### src/hdl/uart_timing_pkg.sv
// shared constants and state encodings for the uart status timing block
package uart_timing_pkg;
  localparam int          CLK_PERIOD_NS   = 8;      // core_clk period
  localparam int          DIV_W           = 16;     // baud divisor width
  localparam logic [15:0] DIV_RESET       = 16'h0001; // default divisor
  localparam int          OVERSAMPLE      = 16;     // baud ticks per bit
  localparam logic [3:0]  TICK_LAST       = 4'hf;   // last tick of a bit
  localparam logic [3:0]  TICK_MID        = 4'h7;   // mid-bit sample tick
  localparam logic [2:0]  BIT_LAST        = 3'h7;   // eighth data bit
  localparam int          TX_START_MIN    = 8;      // baud ticks, least
  localparam int          TX_START_MAX    = 24;     // baud ticks, most
  localparam logic [4:0]  TX_START_WAIT   = 5'h08;  // chosen wait in ticks
  localparam int          STROBE_GAP_P    = 4;      // host gap, clock periods
  localparam logic [2:0]  STROBE_GAP      = 3'h4;   // gap as a count
  localparam logic [7:0]  BYTE_ZERO       = 8'h00;  // idle data value
  // serial engine states
  typedef enum logic [1:0] {
    LINE_IDLE,
    LINE_START,
    LINE_DATA,
    LINE_STOP
  } line_state_t;
endpackage : uart_timing_pkg

### src/hdl/baud_if.sv
// baud tick and divisor carrier between top and divider
`timescale 1ns/1ns
`default_nettype none
interface baud_if;
  logic [15:0] divisor;  // programmed divisor
  logic        tick;     // one-cycle pulse, 16x bit rate
  modport gen (input divisor, output tick);
  modport use_side (output divisor, input tick);
endinterface : baud_if
`default_nettype wire

### src/hdl/baud_divider.sv
// programmable baud tick generator at sixteen times the bit rate
`timescale 1ns/1ns
`default_nettype none
module baud_divider (
  // clock and reset
  input  wire logic core_clk,
  input  wire logic resetn,
  // tick carrier
  baud_if.gen       bif
);
  typedef struct packed {
    logic [15:0] count;  // cycles left in this tick period
    logic        tick;   // registered tick pulse
  } div_state_t;

  div_state_t st_reg;   // present state
  div_state_t st_next;  // next state

  // count down the divisor; a divisor of zero behaves as one
  always_comb begin
    st_next = st_reg;
    st_next.tick = 1'b0;
    if (st_reg.count <= 16'h0001) begin
      st_next.count = bif.divisor;
      st_next.tick  = 1'b1;
    end else begin
      st_next.count = st_reg.count - 16'h0001;
    end
  end

  // state register
  always_ff @(posedge core_clk or negedge resetn) begin
    if (!resetn) begin
      st_reg <= '0;
    end else begin
      st_reg <= st_next;
    end
  end

  assign bif.tick = st_reg.tick;
endmodule : baud_divider
`default_nettype wire

### src/hdl/uart_status_timing.sv
// one uart channel: serial engines plus receive/transmit status timing
`timescale 1ns/1ns
`default_nettype none
// Functional notes
// - receive interrupt within one baud tick
// - tx start 8 to 24 ticks after clear
// - receive ready within one clock of stop
// - tx ready drops within 16 ticks
// - non-fifo holding register lags one tick
// - baud tick is sixteen times bit rate
// - fifo mode data readable immediately
module uart_status_timing #(
  parameter int DIV_W = uart_timing_pkg::DIV_W  // divisor width
) (
  // clock and reset
  input  wire logic             core_clk,
  input  wire logic             resetn,
  // configuration levels
  input  wire logic [DIV_W-1:0] baud_divisor,
  input  wire logic             fifo_mode,
  // host strobe port
  input  wire logic             read_strobe,
  input  wire logic             write_strobe,
  input  wire logic [7:0]       write_data,
  output logic [7:0]            rx_holding_reg,
  // status outputs
  output logic                  rx_data_avail,
  output logic                  tx_empty,
  output logic                  rx_irq,
  output logic                  tx_irq,
  output logic                  rx_ready_signal,
  output logic                  tx_ready_signal,
  // serial line
  input  wire logic             serial_in,
  output logic                  serial_out
);
  baud_if bif ();

  typedef struct packed {
    uart_timing_pkg::line_state_t rx_st;  // receiver state
    logic [3:0]  rx_tick;   // tick within bit
    logic [2:0]  rx_bit;    // data bit index
    logic [7:0]  rx_shift;  // incoming byte
    logic [7:0]  rx_hold;   // holding register value
    logic        rx_lag;    // non-fifo load pending
    logic        rx_avail;  // line status data bit
    logic        rx_irq;    // receive interrupt
    logic        rx_rdy;    // receive ready pin
    uart_timing_pkg::line_state_t tx_st;  // transmitter state
    logic [3:0]  tx_tick;   // tick within bit
    logic [2:0]  tx_bit;    // data bit index
    logic [7:0]  tx_shift;  // outgoing byte
    logic [7:0]  tx_hold;   // transmit holding register
    logic        tx_full;   // holding register loaded
    logic        tx_void;   // holding register empty, drives tx_empty
    logic        tx_irq;    // transmit interrupt
    logic        tx_rdy;    // transmit ready pin
    logic        tx_first;  // first clear of tx interrupt seen
    logic [4:0]  tx_wait;   // ticks since first clear
    logic        line;      // serial output level
    logic        rd_prev;   // read strobe last cycle
    logic        wr_prev;   // write strobe last cycle
  } chan_state_t;

  chan_state_t st_reg;   // present state
  chan_state_t st_next;  // next state
  logic        rd_edge;  // read strobe rising edge
  logic        wr_edge;  // write strobe rising edge

  assign bif.divisor = 16'(baud_divisor);

  baud_divider u_div (
    .core_clk (core_clk),
    .resetn   (resetn),
    .bif      (bif)
  );

  // the host keeps strobes four clocks apart, so edges never merge
  assign rd_edge = read_strobe & ~st_reg.rd_prev;
  assign wr_edge = write_strobe & ~st_reg.wr_prev;

  // next-state logic for both directions
  always_comb begin
    st_next         = st_reg;
    st_next.rd_prev = read_strobe;
    st_next.wr_prev = write_strobe;

    // host read clears receive status; a new stop in the same cycle wins
    if (rd_edge) begin
      st_next.rx_avail = 1'b0;
      st_next.rx_irq   = 1'b0;
      st_next.rx_rdy   = 1'b0;
    end

    // host write loads the holding register, never the live shift register,
    // so a write during a frame cannot corrupt the bits on the line
    if (wr_edge) begin
      st_next.tx_hold  = write_data;
      st_next.tx_full  = 1'b1;
      st_next.tx_void  = 1'b0;
      st_next.tx_irq   = 1'b0;
      st_next.tx_first = 1'b1;
      st_next.tx_wait  = 5'h00;
    end

    // non-fifo lag: the load lands on the tick after status
    if (bif.tick && st_reg.rx_lag) begin
      st_next.rx_hold = st_reg.rx_shift;
      st_next.rx_lag  = 1'b0;
    end

    // receiver, sampled mid-bit on 16x ticks
    if (bif.tick) begin
      st_next.rx_tick = st_reg.rx_tick + 4'h1;
      case (st_reg.rx_st)
        uart_timing_pkg::LINE_IDLE: begin
          st_next.rx_tick = 4'h0;
          if (!serial_in) begin
            st_next.rx_st = uart_timing_pkg::LINE_START;
          end
        end
        uart_timing_pkg::LINE_START: begin
          // false start is dropped at mid-bit
          if (st_reg.rx_tick == uart_timing_pkg::TICK_MID && serial_in) begin
            st_next.rx_st = uart_timing_pkg::LINE_IDLE;
          end else if (st_reg.rx_tick == uart_timing_pkg::TICK_LAST) begin
            st_next.rx_st  = uart_timing_pkg::LINE_DATA;
            st_next.rx_bit = 3'h0;
          end
        end
        uart_timing_pkg::LINE_DATA: begin
          if (st_reg.rx_tick == uart_timing_pkg::TICK_MID) begin
            st_next.rx_shift = {serial_in, st_reg.rx_shift[7:1]};
          end
          if (st_reg.rx_tick == uart_timing_pkg::TICK_LAST) begin
            st_next.rx_bit = st_reg.rx_bit + 3'h1;
            if (st_reg.rx_bit == uart_timing_pkg::BIT_LAST) begin
              st_next.rx_st = uart_timing_pkg::LINE_STOP;
            end
          end
        end
        uart_timing_pkg::LINE_STOP: begin
          // stop bit complete: status, interrupt and pin on this tick
          if (st_reg.rx_tick == uart_timing_pkg::TICK_LAST) begin
            st_next.rx_st    = uart_timing_pkg::LINE_IDLE;
            st_next.rx_avail = 1'b1;
            st_next.rx_irq   = 1'b1;
            st_next.rx_rdy   = 1'b1;
            if (fifo_mode) begin
              st_next.rx_hold = st_reg.rx_shift;
            end else begin
              st_next.rx_lag = 1'b1;
            end
          end
        end
        default: st_next.rx_st = uart_timing_pkg::LINE_IDLE;
      endcase
    end

    // transmitter
    if (bif.tick) begin
      st_next.tx_tick = st_reg.tx_tick + 4'h1;
      case (st_reg.tx_st)
        uart_timing_pkg::LINE_IDLE: begin
          st_next.tx_tick = 4'h0;
          st_next.line    = 1'b1;
          if (st_reg.tx_full) begin
            // hold off the start until the chosen 8-tick wait has run
            if (st_reg.tx_first &&
                st_reg.tx_wait < uart_timing_pkg::TX_START_WAIT) begin
              st_next.tx_wait = st_reg.tx_wait + 5'h01;
            end else begin
              st_next.tx_st    = uart_timing_pkg::LINE_START;
              st_next.line     = 1'b0;
              st_next.tx_first = 1'b0;
              st_next.tx_shift = st_reg.tx_hold;
              // a write landing on this tick refills the holding register
              st_next.tx_full  = wr_edge;
              st_next.tx_void  = ~wr_edge;
              st_next.tx_irq   = ~wr_edge;
              st_next.tx_rdy   = 1'b0;
            end
          end
        end
        uart_timing_pkg::LINE_START: begin
          if (st_reg.tx_tick == uart_timing_pkg::TICK_LAST) begin
            st_next.tx_st  = uart_timing_pkg::LINE_DATA;
            st_next.tx_bit = 3'h0;
            st_next.line   = st_reg.tx_shift[0];
          end
        end
        uart_timing_pkg::LINE_DATA: begin
          if (st_reg.tx_tick == uart_timing_pkg::TICK_LAST) begin
            st_next.tx_bit = st_reg.tx_bit + 3'h1;
            if (st_reg.tx_bit == uart_timing_pkg::BIT_LAST) begin
              st_next.tx_st = uart_timing_pkg::LINE_STOP;
              st_next.line  = 1'b1;
            end else begin
              st_next.line = st_reg.tx_shift[st_reg.tx_bit + 3'h1];
            end
          end
        end
        uart_timing_pkg::LINE_STOP: begin
          if (st_reg.tx_tick == uart_timing_pkg::TICK_LAST) begin
            st_next.tx_st  = uart_timing_pkg::LINE_IDLE;
            st_next.tx_rdy = ~st_next.tx_full;
          end
        end
        default: st_next.tx_st = uart_timing_pkg::LINE_IDLE;
      endcase
    end

    // a write while idle also drops ready at once
    if (wr_edge) begin
      st_next.tx_rdy = 1'b0;
    end
  end

  // state register; idle line high, transmitter ready, tx irq set
  always_ff @(posedge core_clk or negedge resetn) begin
    if (!resetn) begin
      st_reg        <= '0;
      st_reg.line   <= 1'b1;
      st_reg.tx_rdy <= 1'b1;
      st_reg.tx_irq <= 1'b1;
      st_reg.tx_void <= 1'b1;
    end else begin
      st_reg <= st_next;
    end
  end

  // outputs come straight from the state register
  assign rx_holding_reg  = st_reg.rx_hold;
  assign rx_data_avail   = st_reg.rx_avail;
  assign tx_empty        = st_reg.tx_void;
  assign rx_irq          = st_reg.rx_irq;
  assign tx_irq          = st_reg.tx_irq;
  assign rx_ready_signal = st_reg.rx_rdy;
  assign tx_ready_signal = st_reg.tx_rdy;
  assign serial_out      = st_reg.line;
endmodule : uart_status_timing
`default_nettype wire

### config.mk
export PLATFORM = sky130hd
export DESIGN_NAME = uart_status_timing
export DESIGN_NICKNAME = d
export VERILOG_FILES = /design/src/hdl/uart_timing_pkg.sv /design/src/hdl/baud_if.sv /design/src/hdl/baud_divider.sv /design/src/hdl/uart_status_timing.sv
export SDC_FILE = /design/constraint.sdc
export NUM_CORES = 1
export LEC_CHECK = 0
export BUFFER_PORTS_ARGS = -buffer_cell sky130_fd_sc_hd__buf_2
export CELL_PAD_IN_SITES_DETAIL_PLACEMENT = 0
export CELL_PAD_IN_SITES_GLOBAL_PLACEMENT = 2
export CORE_UTILIZATION = 35
export DETAILED_ROUTE_END_ITERATION = 10
export PLACE_DENSITY = 0.73
export SYNTH_ARGS = -nofsm -noshare
export SYNTH_HDL_FRONTEND = slang
export SYNTH_HIERARCHICAL = 1
export SYNTH_SLANG_ARGS = --single-unit
### constraint.sdc
create_clock -name core_clk -period 7.6 [get_ports core_clk]
set_input_delay 1.52 -clock core_clk [delete_from_list [all_inputs] [get_ports core_clk]]
set_output_delay 1.52 -clock core_clk [all_outputs]
set_load 0.01 [all_outputs]
==> flow_summary.toml, run 1 <==
[sta]
worst_slew_pin_slew_ps = 787
hold_viol_final = 0
setup_tns_ps = 0
rsz0062_at_grt = "no"
finalCriticalPeriod_ps = 2520
finalSetupViolations = 0
slew_headroom_pct = 47.5
max_freq_mhz = 397
slew_viol_final = 0
min_period_over_period_pct = 33.1
clock_skew_ps = 9.90
layout_setup_ws_ps = 5080

[global_route]
antenna_found_initial = 0
grt_overflow = 0
grt_max_degree = 64
grt_pass1_vias = 2661
grtUsageTotal_pct = 13.8
grt_pass1_wl_um = 12700

[job]
maxCapViolCount = 0

[final_layout]
drive_above_1_share_pct = 26.1
largest_reg_flops = 50
layout.cells.most_common_list = "dfrtp_1, nand2_1, buf_2, nor2_1, mux2_2"
final_common_cell = "dfrtp_1"
nNetsFinal = 445
area_growth_pct = 13.8
diodes = 0
fin_area_um2 = 4590
stdcell_count = 546

[die]
coreArea_um2 = 11000
die_area_um2 = 12000
num_io_pins = 45
rows = 38
die_h_um = 109
initial_utilization_pct = 36.6
die-width_um = 109

[logic_synthesis]
synth-edff-count = 0
syn_avg_cell_area_um2 = 11.0
synthDistinctLibCells = 49
syn-instance-count = 366
async_flop_share_pct = 100
syn-cell-area_um2 = 4030
ys_seq_elements = 84
yosysSeqAreaShare_pct = 52.2
ys_warn_count = 6
synth_flop_cell = "dfrtp_1"
synth.net_count = 410

[detailed_routing]
wire_per_inst_um = 13.4
met1Wirelength_um = 3840
maxUsedRoutingLayer = "met4"
first_pass_iters = 4
met2_length_um = 3210
initialDrtViolationCount = 112
vias = 2670
routed_wl_um = 7300
routed-wl-met3_um = 213
route.antenna.remaining_nets = 0
vias_per_cell = 4.89
drc = 0

[run_status]
status = "finished, final reports clean"

[critical_path]
crit_path_frequent_cell = "or4_4"
end_kind = "register"
worst-path-max-fanout = 33
crit_chain = "or4_4, or4_4, or4_4, o31a_1, a21oi_1"
rrSetupSlack_ps = 5080
crit_arrival_ps = 2780
slowest_delay_ps = 730
crit_path_start_kind = "register"
required_ps = 7860
slowest_stage = "or4_4"
crit_type = "register to register"

[cts]
numCtsBuffers = 9
cts.sinks = 84
ctsRootBufferMaster = "clkbuf_16"
hold_buffers = 0
clock_latency_ps = 330
cts_max_level = 3
postCtsSetupBuffers = 0
cts_resized = 0
cts_tree = "done"
clkTransAtPathRegs_ps = 70
clk_path_buf_depth = 2

[place]
post-dp-hpwl_um = 4830
io_buffers = 44
dp_slack_ps = 4790
place_area_um2 = 4290
dp.cells = 530
routabilityCongestion = 0.731

[power_and_ir_drop]
total_power_mw = 1.06
vdd_ir_drop_max_uv = 94.4
p_leak_nw = 2.20
p_per_area_nw_per_um2 = 231

[hold_path]
worst_hold_path_type = "register to register"
[Yosys cell counts, types with 2 or more instances]
cell type	count	share of area (%)
xnor2_1	6	1.3
or4_1	2	0.37
mux2_2	22	6.1
buf_4	8	1.5
nand4_1	3	0.47
nand2_1	49	4.6
mux2_4	8	3.0
dfrtp_1	80	50
buf_6	5	1.4
nor2b_1	5	0.78
o211ai_1	3	0.56
inv_1	13	1.2
xor2_1	6	1.3
a22oi_1	4	0.74
or3_1	3	0.47
o31a_1	2	0.43
o31ai_1	2	0.37
nor2_1	27	2.5
buf_2	2	0.25
nand2b_1	4	0.62
o2bb2ai_1	3	0.65
a21o_1	5	0.93
dfstp_2	4	2.6
o21ai_0	15	1.9
a21oi_2	2	0.43
and2_1	2	0.31
a21oi_1	17	2.1
nand3_1	10	1.2
nor3_1	5	0.62
mux2i_1	5	1.2
ha_1	14	4.3
clkbuf_1	6	0.56
a22o_1	5	1.1
or4_4	3	0.84
nor2_2	2	0.31
[cell type report]
type	count	area, um2
inverter	13	48.8
tap	140	175
clock buffer	10	229
multi-input combinational	248	1730
fill	1080	6440
sequential	84	2110
timing repair buffer	45	230
clock inverter	6	71.3
[kinds of logic after synthesis]
| kind of cell | Yosys count | share of synthesized area [%] |
|---|---|---|
| XOR/XNOR | 12 | 2.61 |
| buffers and inverters | 34 | 4.90 |
| AO/OA/AOI/OAI | 65 | 10.8 |
| multiplexers | 35 | 10.4 |
| adder cells (fa/ha/maj) | 14 | 4.34 |
| AND/OR/NAND/NOR | 122 | 14.7 |
| flip-flops | 84 | 52.2 |
[report_power, final]
part | switching [mW] | internal [mW] | total (mW)
combinational | 0.0488 | 0.0489 | 0.0977
clock | 0.184 | 0.258 | 0.442
sequential | 0.0352 | 0.484 | 0.520
[worst max-delay path: cells and delay by family (launching register included)]
kind	cells	cell delay [ps]
compound gates	2	300
flops	1	400
simple gates	3	1740
[final timing paths]
| check | startpoint | end | depth (start not counted) |
|---|---|---|---|
| worst max-delay path | u_div/st_reg[11] | u_div/st_reg[13] | 5 |
| worst min-delay path | tx_irq | tx_irq | 2 |
| worst max register to register | u_div/st_reg[11] | u_div/st_reg[13] | 5 |
| worst min register to register | tx_irq | tx_irq | 2 |
| max in group asynchronous | resetn | u_div/st_reg[4] | 2 |
| min in group asynchronous | resetn | rx_holding_reg[1] | 1 |
[metrics by stage]
stage | util (%) | hold slack (ps)
2_1_floorplan | - | 442
3_3_place_gp | 38.9 | 451
3_5_place_dp | 38.9 | 452
4_1_cts | 41.6 | 469
5_1_grt | 41.6 | 484
6_report | 41.6 | 465
[per-layer routing]
layer | GRT usage, % | up-vias
met2 | 21.1 | 35
met4 | 4.00 | 0
met5 | 0 | -
li1 | - | 1338
met1 | 19.5 | 1295
met3 | 3.08 | 2
No activity file was read; power rests on OpenSTA's default activity.
==> run 2, diff against run 1 <==
- clock period: 7.6 -> 2.6 ns (I/O delays scaled with it)
==> flow_summary.toml, run 2 (synthesis gave the netlist of run 1 again) <==
[run_status]
status = "finished, final reports clean"

[detailed_routing]
vias = 2700
first_pass_iters = 4
route.antenna.remaining_nets = 0
initialDrtViolationCount = 82
vias_per_cell = 4.91
drc = 0
routed_wl_um = 7200
wire_per_inst_um = 13.1

[cts]
cts_tree = "done"
cts_max_level = 3
postCtsSetupBuffers = 0
ctsRootBufferMaster = "clkbuf_16"
numCtsBuffers = 9
cts.sinks = 84
clock_latency_ps = 340
clk_path_buf_depth = 2
clkTransAtPathRegs_ps = 60

[final_layout]
drive_above_1_share_pct = 26.8
final_common_cell = "dfrtp_1"
largest_reg_flops = 50
layout.cells.most_common_list = "dfrtp_1, nand2_1, buf_2, nor2_1, mux2_2"
area_growth_pct = 15.2
nNetsFinal = 449
utilization_pct = 42.1
diodes = 0

[global_route]
grt_pass1_vias = 2690
antenna_found_initial = 0
grt_overflow = 0
grtUsageTotal_pct = 13.9
grt_pass1_wl_um = 12700
grt_max_degree = 48

[die]
coreArea_um2 = 11000
die-width_um = 109
initial_utilization_pct = 36.6
rows = 38
num_io_pins = 45
die_area_um2 = 12000
die_h_um = 109

[hold_path]
worst_hold_path_type = "input pin to asynchronous set/reset pin"

[critical_path]
rrSetupSlack_ps = 120
crit_path_frequent_cell = "or4_4"
crit_arrival_ps = 2740
crit_path_start_kind = "register"
slowest_stage = "or4_4"
required_ps = 2860
crit_type = "register to register"
worst-path-max-fanout = 33
slowest_delay_ps = 690
crit_chain = "or4_4, or4_4, or4_4, o31a_1, a21oi_1"
end_kind = "register"

[place]
post-dp-hpwl_um = 4930
routabilityCongestion = 0.752
io_buffers = 44

[sta]
rsz0062_at_grt = "no"
setup_tns_ps = 0
hold_viol_final = 0
clock_skew_ps = 4.22
finalCriticalPeriod_ps = 2480
min_period_over_period_pct = 95.2
slew_viol_final = 0
slew_headroom_pct = 58.6
finalSetupViolations = 0
worst_slew_pin_slew_ps = 621
max_freq_mhz = 404

[job]
maxCapViolCount = 0

[power_and_ir_drop]
p_per_area_nw_per_um2 = 674
vdd_ir_drop_max_uv = 367
p_leak_nw = 2.24
## run 2: cell count changes in the layout (fill, tap and decap cells not counted), sizes merged
cell and change:
clkbuf +3, inv -2, clkinvlp -1, buf +4
## run 2: per-stage QoR
stage	power, mW	instance area (um2)	std cells	hold WS [ps]	setup WS, ps
after global routing	3.30	4650	550	249	0.421
after CTS	3.19	4650	550	217	77.9
after detailed placement	1.84	4330	534	457	88.0
final	3.13	4650	550	206	125
after floorplan	1.72	4030	366	224	231
after global placement	1.83	4330	534	448	129
## run 2: area by class of cell
cell class	instances	area [um2]
clock buffers	13	270
clock inverters	3	43.8
fillers	1083	6380
inverters	13	48.8
multi-input cells	248	1730
flip-flops and latches	84	2110
well taps	140	175
repair buffers	49	273
## run 2: power by group
group	total [mW]	internal, mW	switching, mW	leakage, nW
Combinational	0.294	0.150	0.144	0.995
Sequential	1.52	1.42	0.101	1.09
Clock	1.32	0.823	0.496	0.156
Total	3.13	2.39	0.741	2.24
## run 2: worst paths after layout
| check | from | endpoint | depth (start not counted) |
|---|---|---|---|
| worst max-delay path | u_div/st_reg[11] | u_div/st_reg[13] | 5 |
| min in group core_clk | read_strobe | st_reg[1] | 1 |
| worst max register to register | u_div/st_reg[11] | u_div/st_reg[13] | 5 |
| max in group asynchronous | resetn | serial_out | 2 |
| worst min register to register | tx_empty | tx_empty | 2 |
| worst min-delay path | resetn | rx_holding_reg[2] | 1 |
## run 2: what timing repair did
| action | 4_1_cts | 5_1_grt |
|---|---|---|
| hold buffers | 0 | 0 |
| endpoints found under the setup margin | 0 | 1 |
| resized for setup | 0 | 0 |
## run 2: layer usage
metal | GRT usage (%) | routed length [um] | share of wire [%] | vias to the layer above
met5 | 0 | 0 | 0 | -
met4 | 7.14 | 154 | 2.1 | 0
met3 | 3.08 | 224 | 3.1 | 14
met2 | 21.9 | 3270 | 45 | 41
met1 | 18.0 | 3550 | 49 | 1306
li1 | - | - | - | 1339
## run 2: worst max-delay path, delay by kind of cell, from the launching register on
kind / cells / cell delay, ps
AO/OA/AOI/OAI: 2 / 310
AND/OR/NAND/NOR: 3 / 1690
flip-flops: 1 / 400
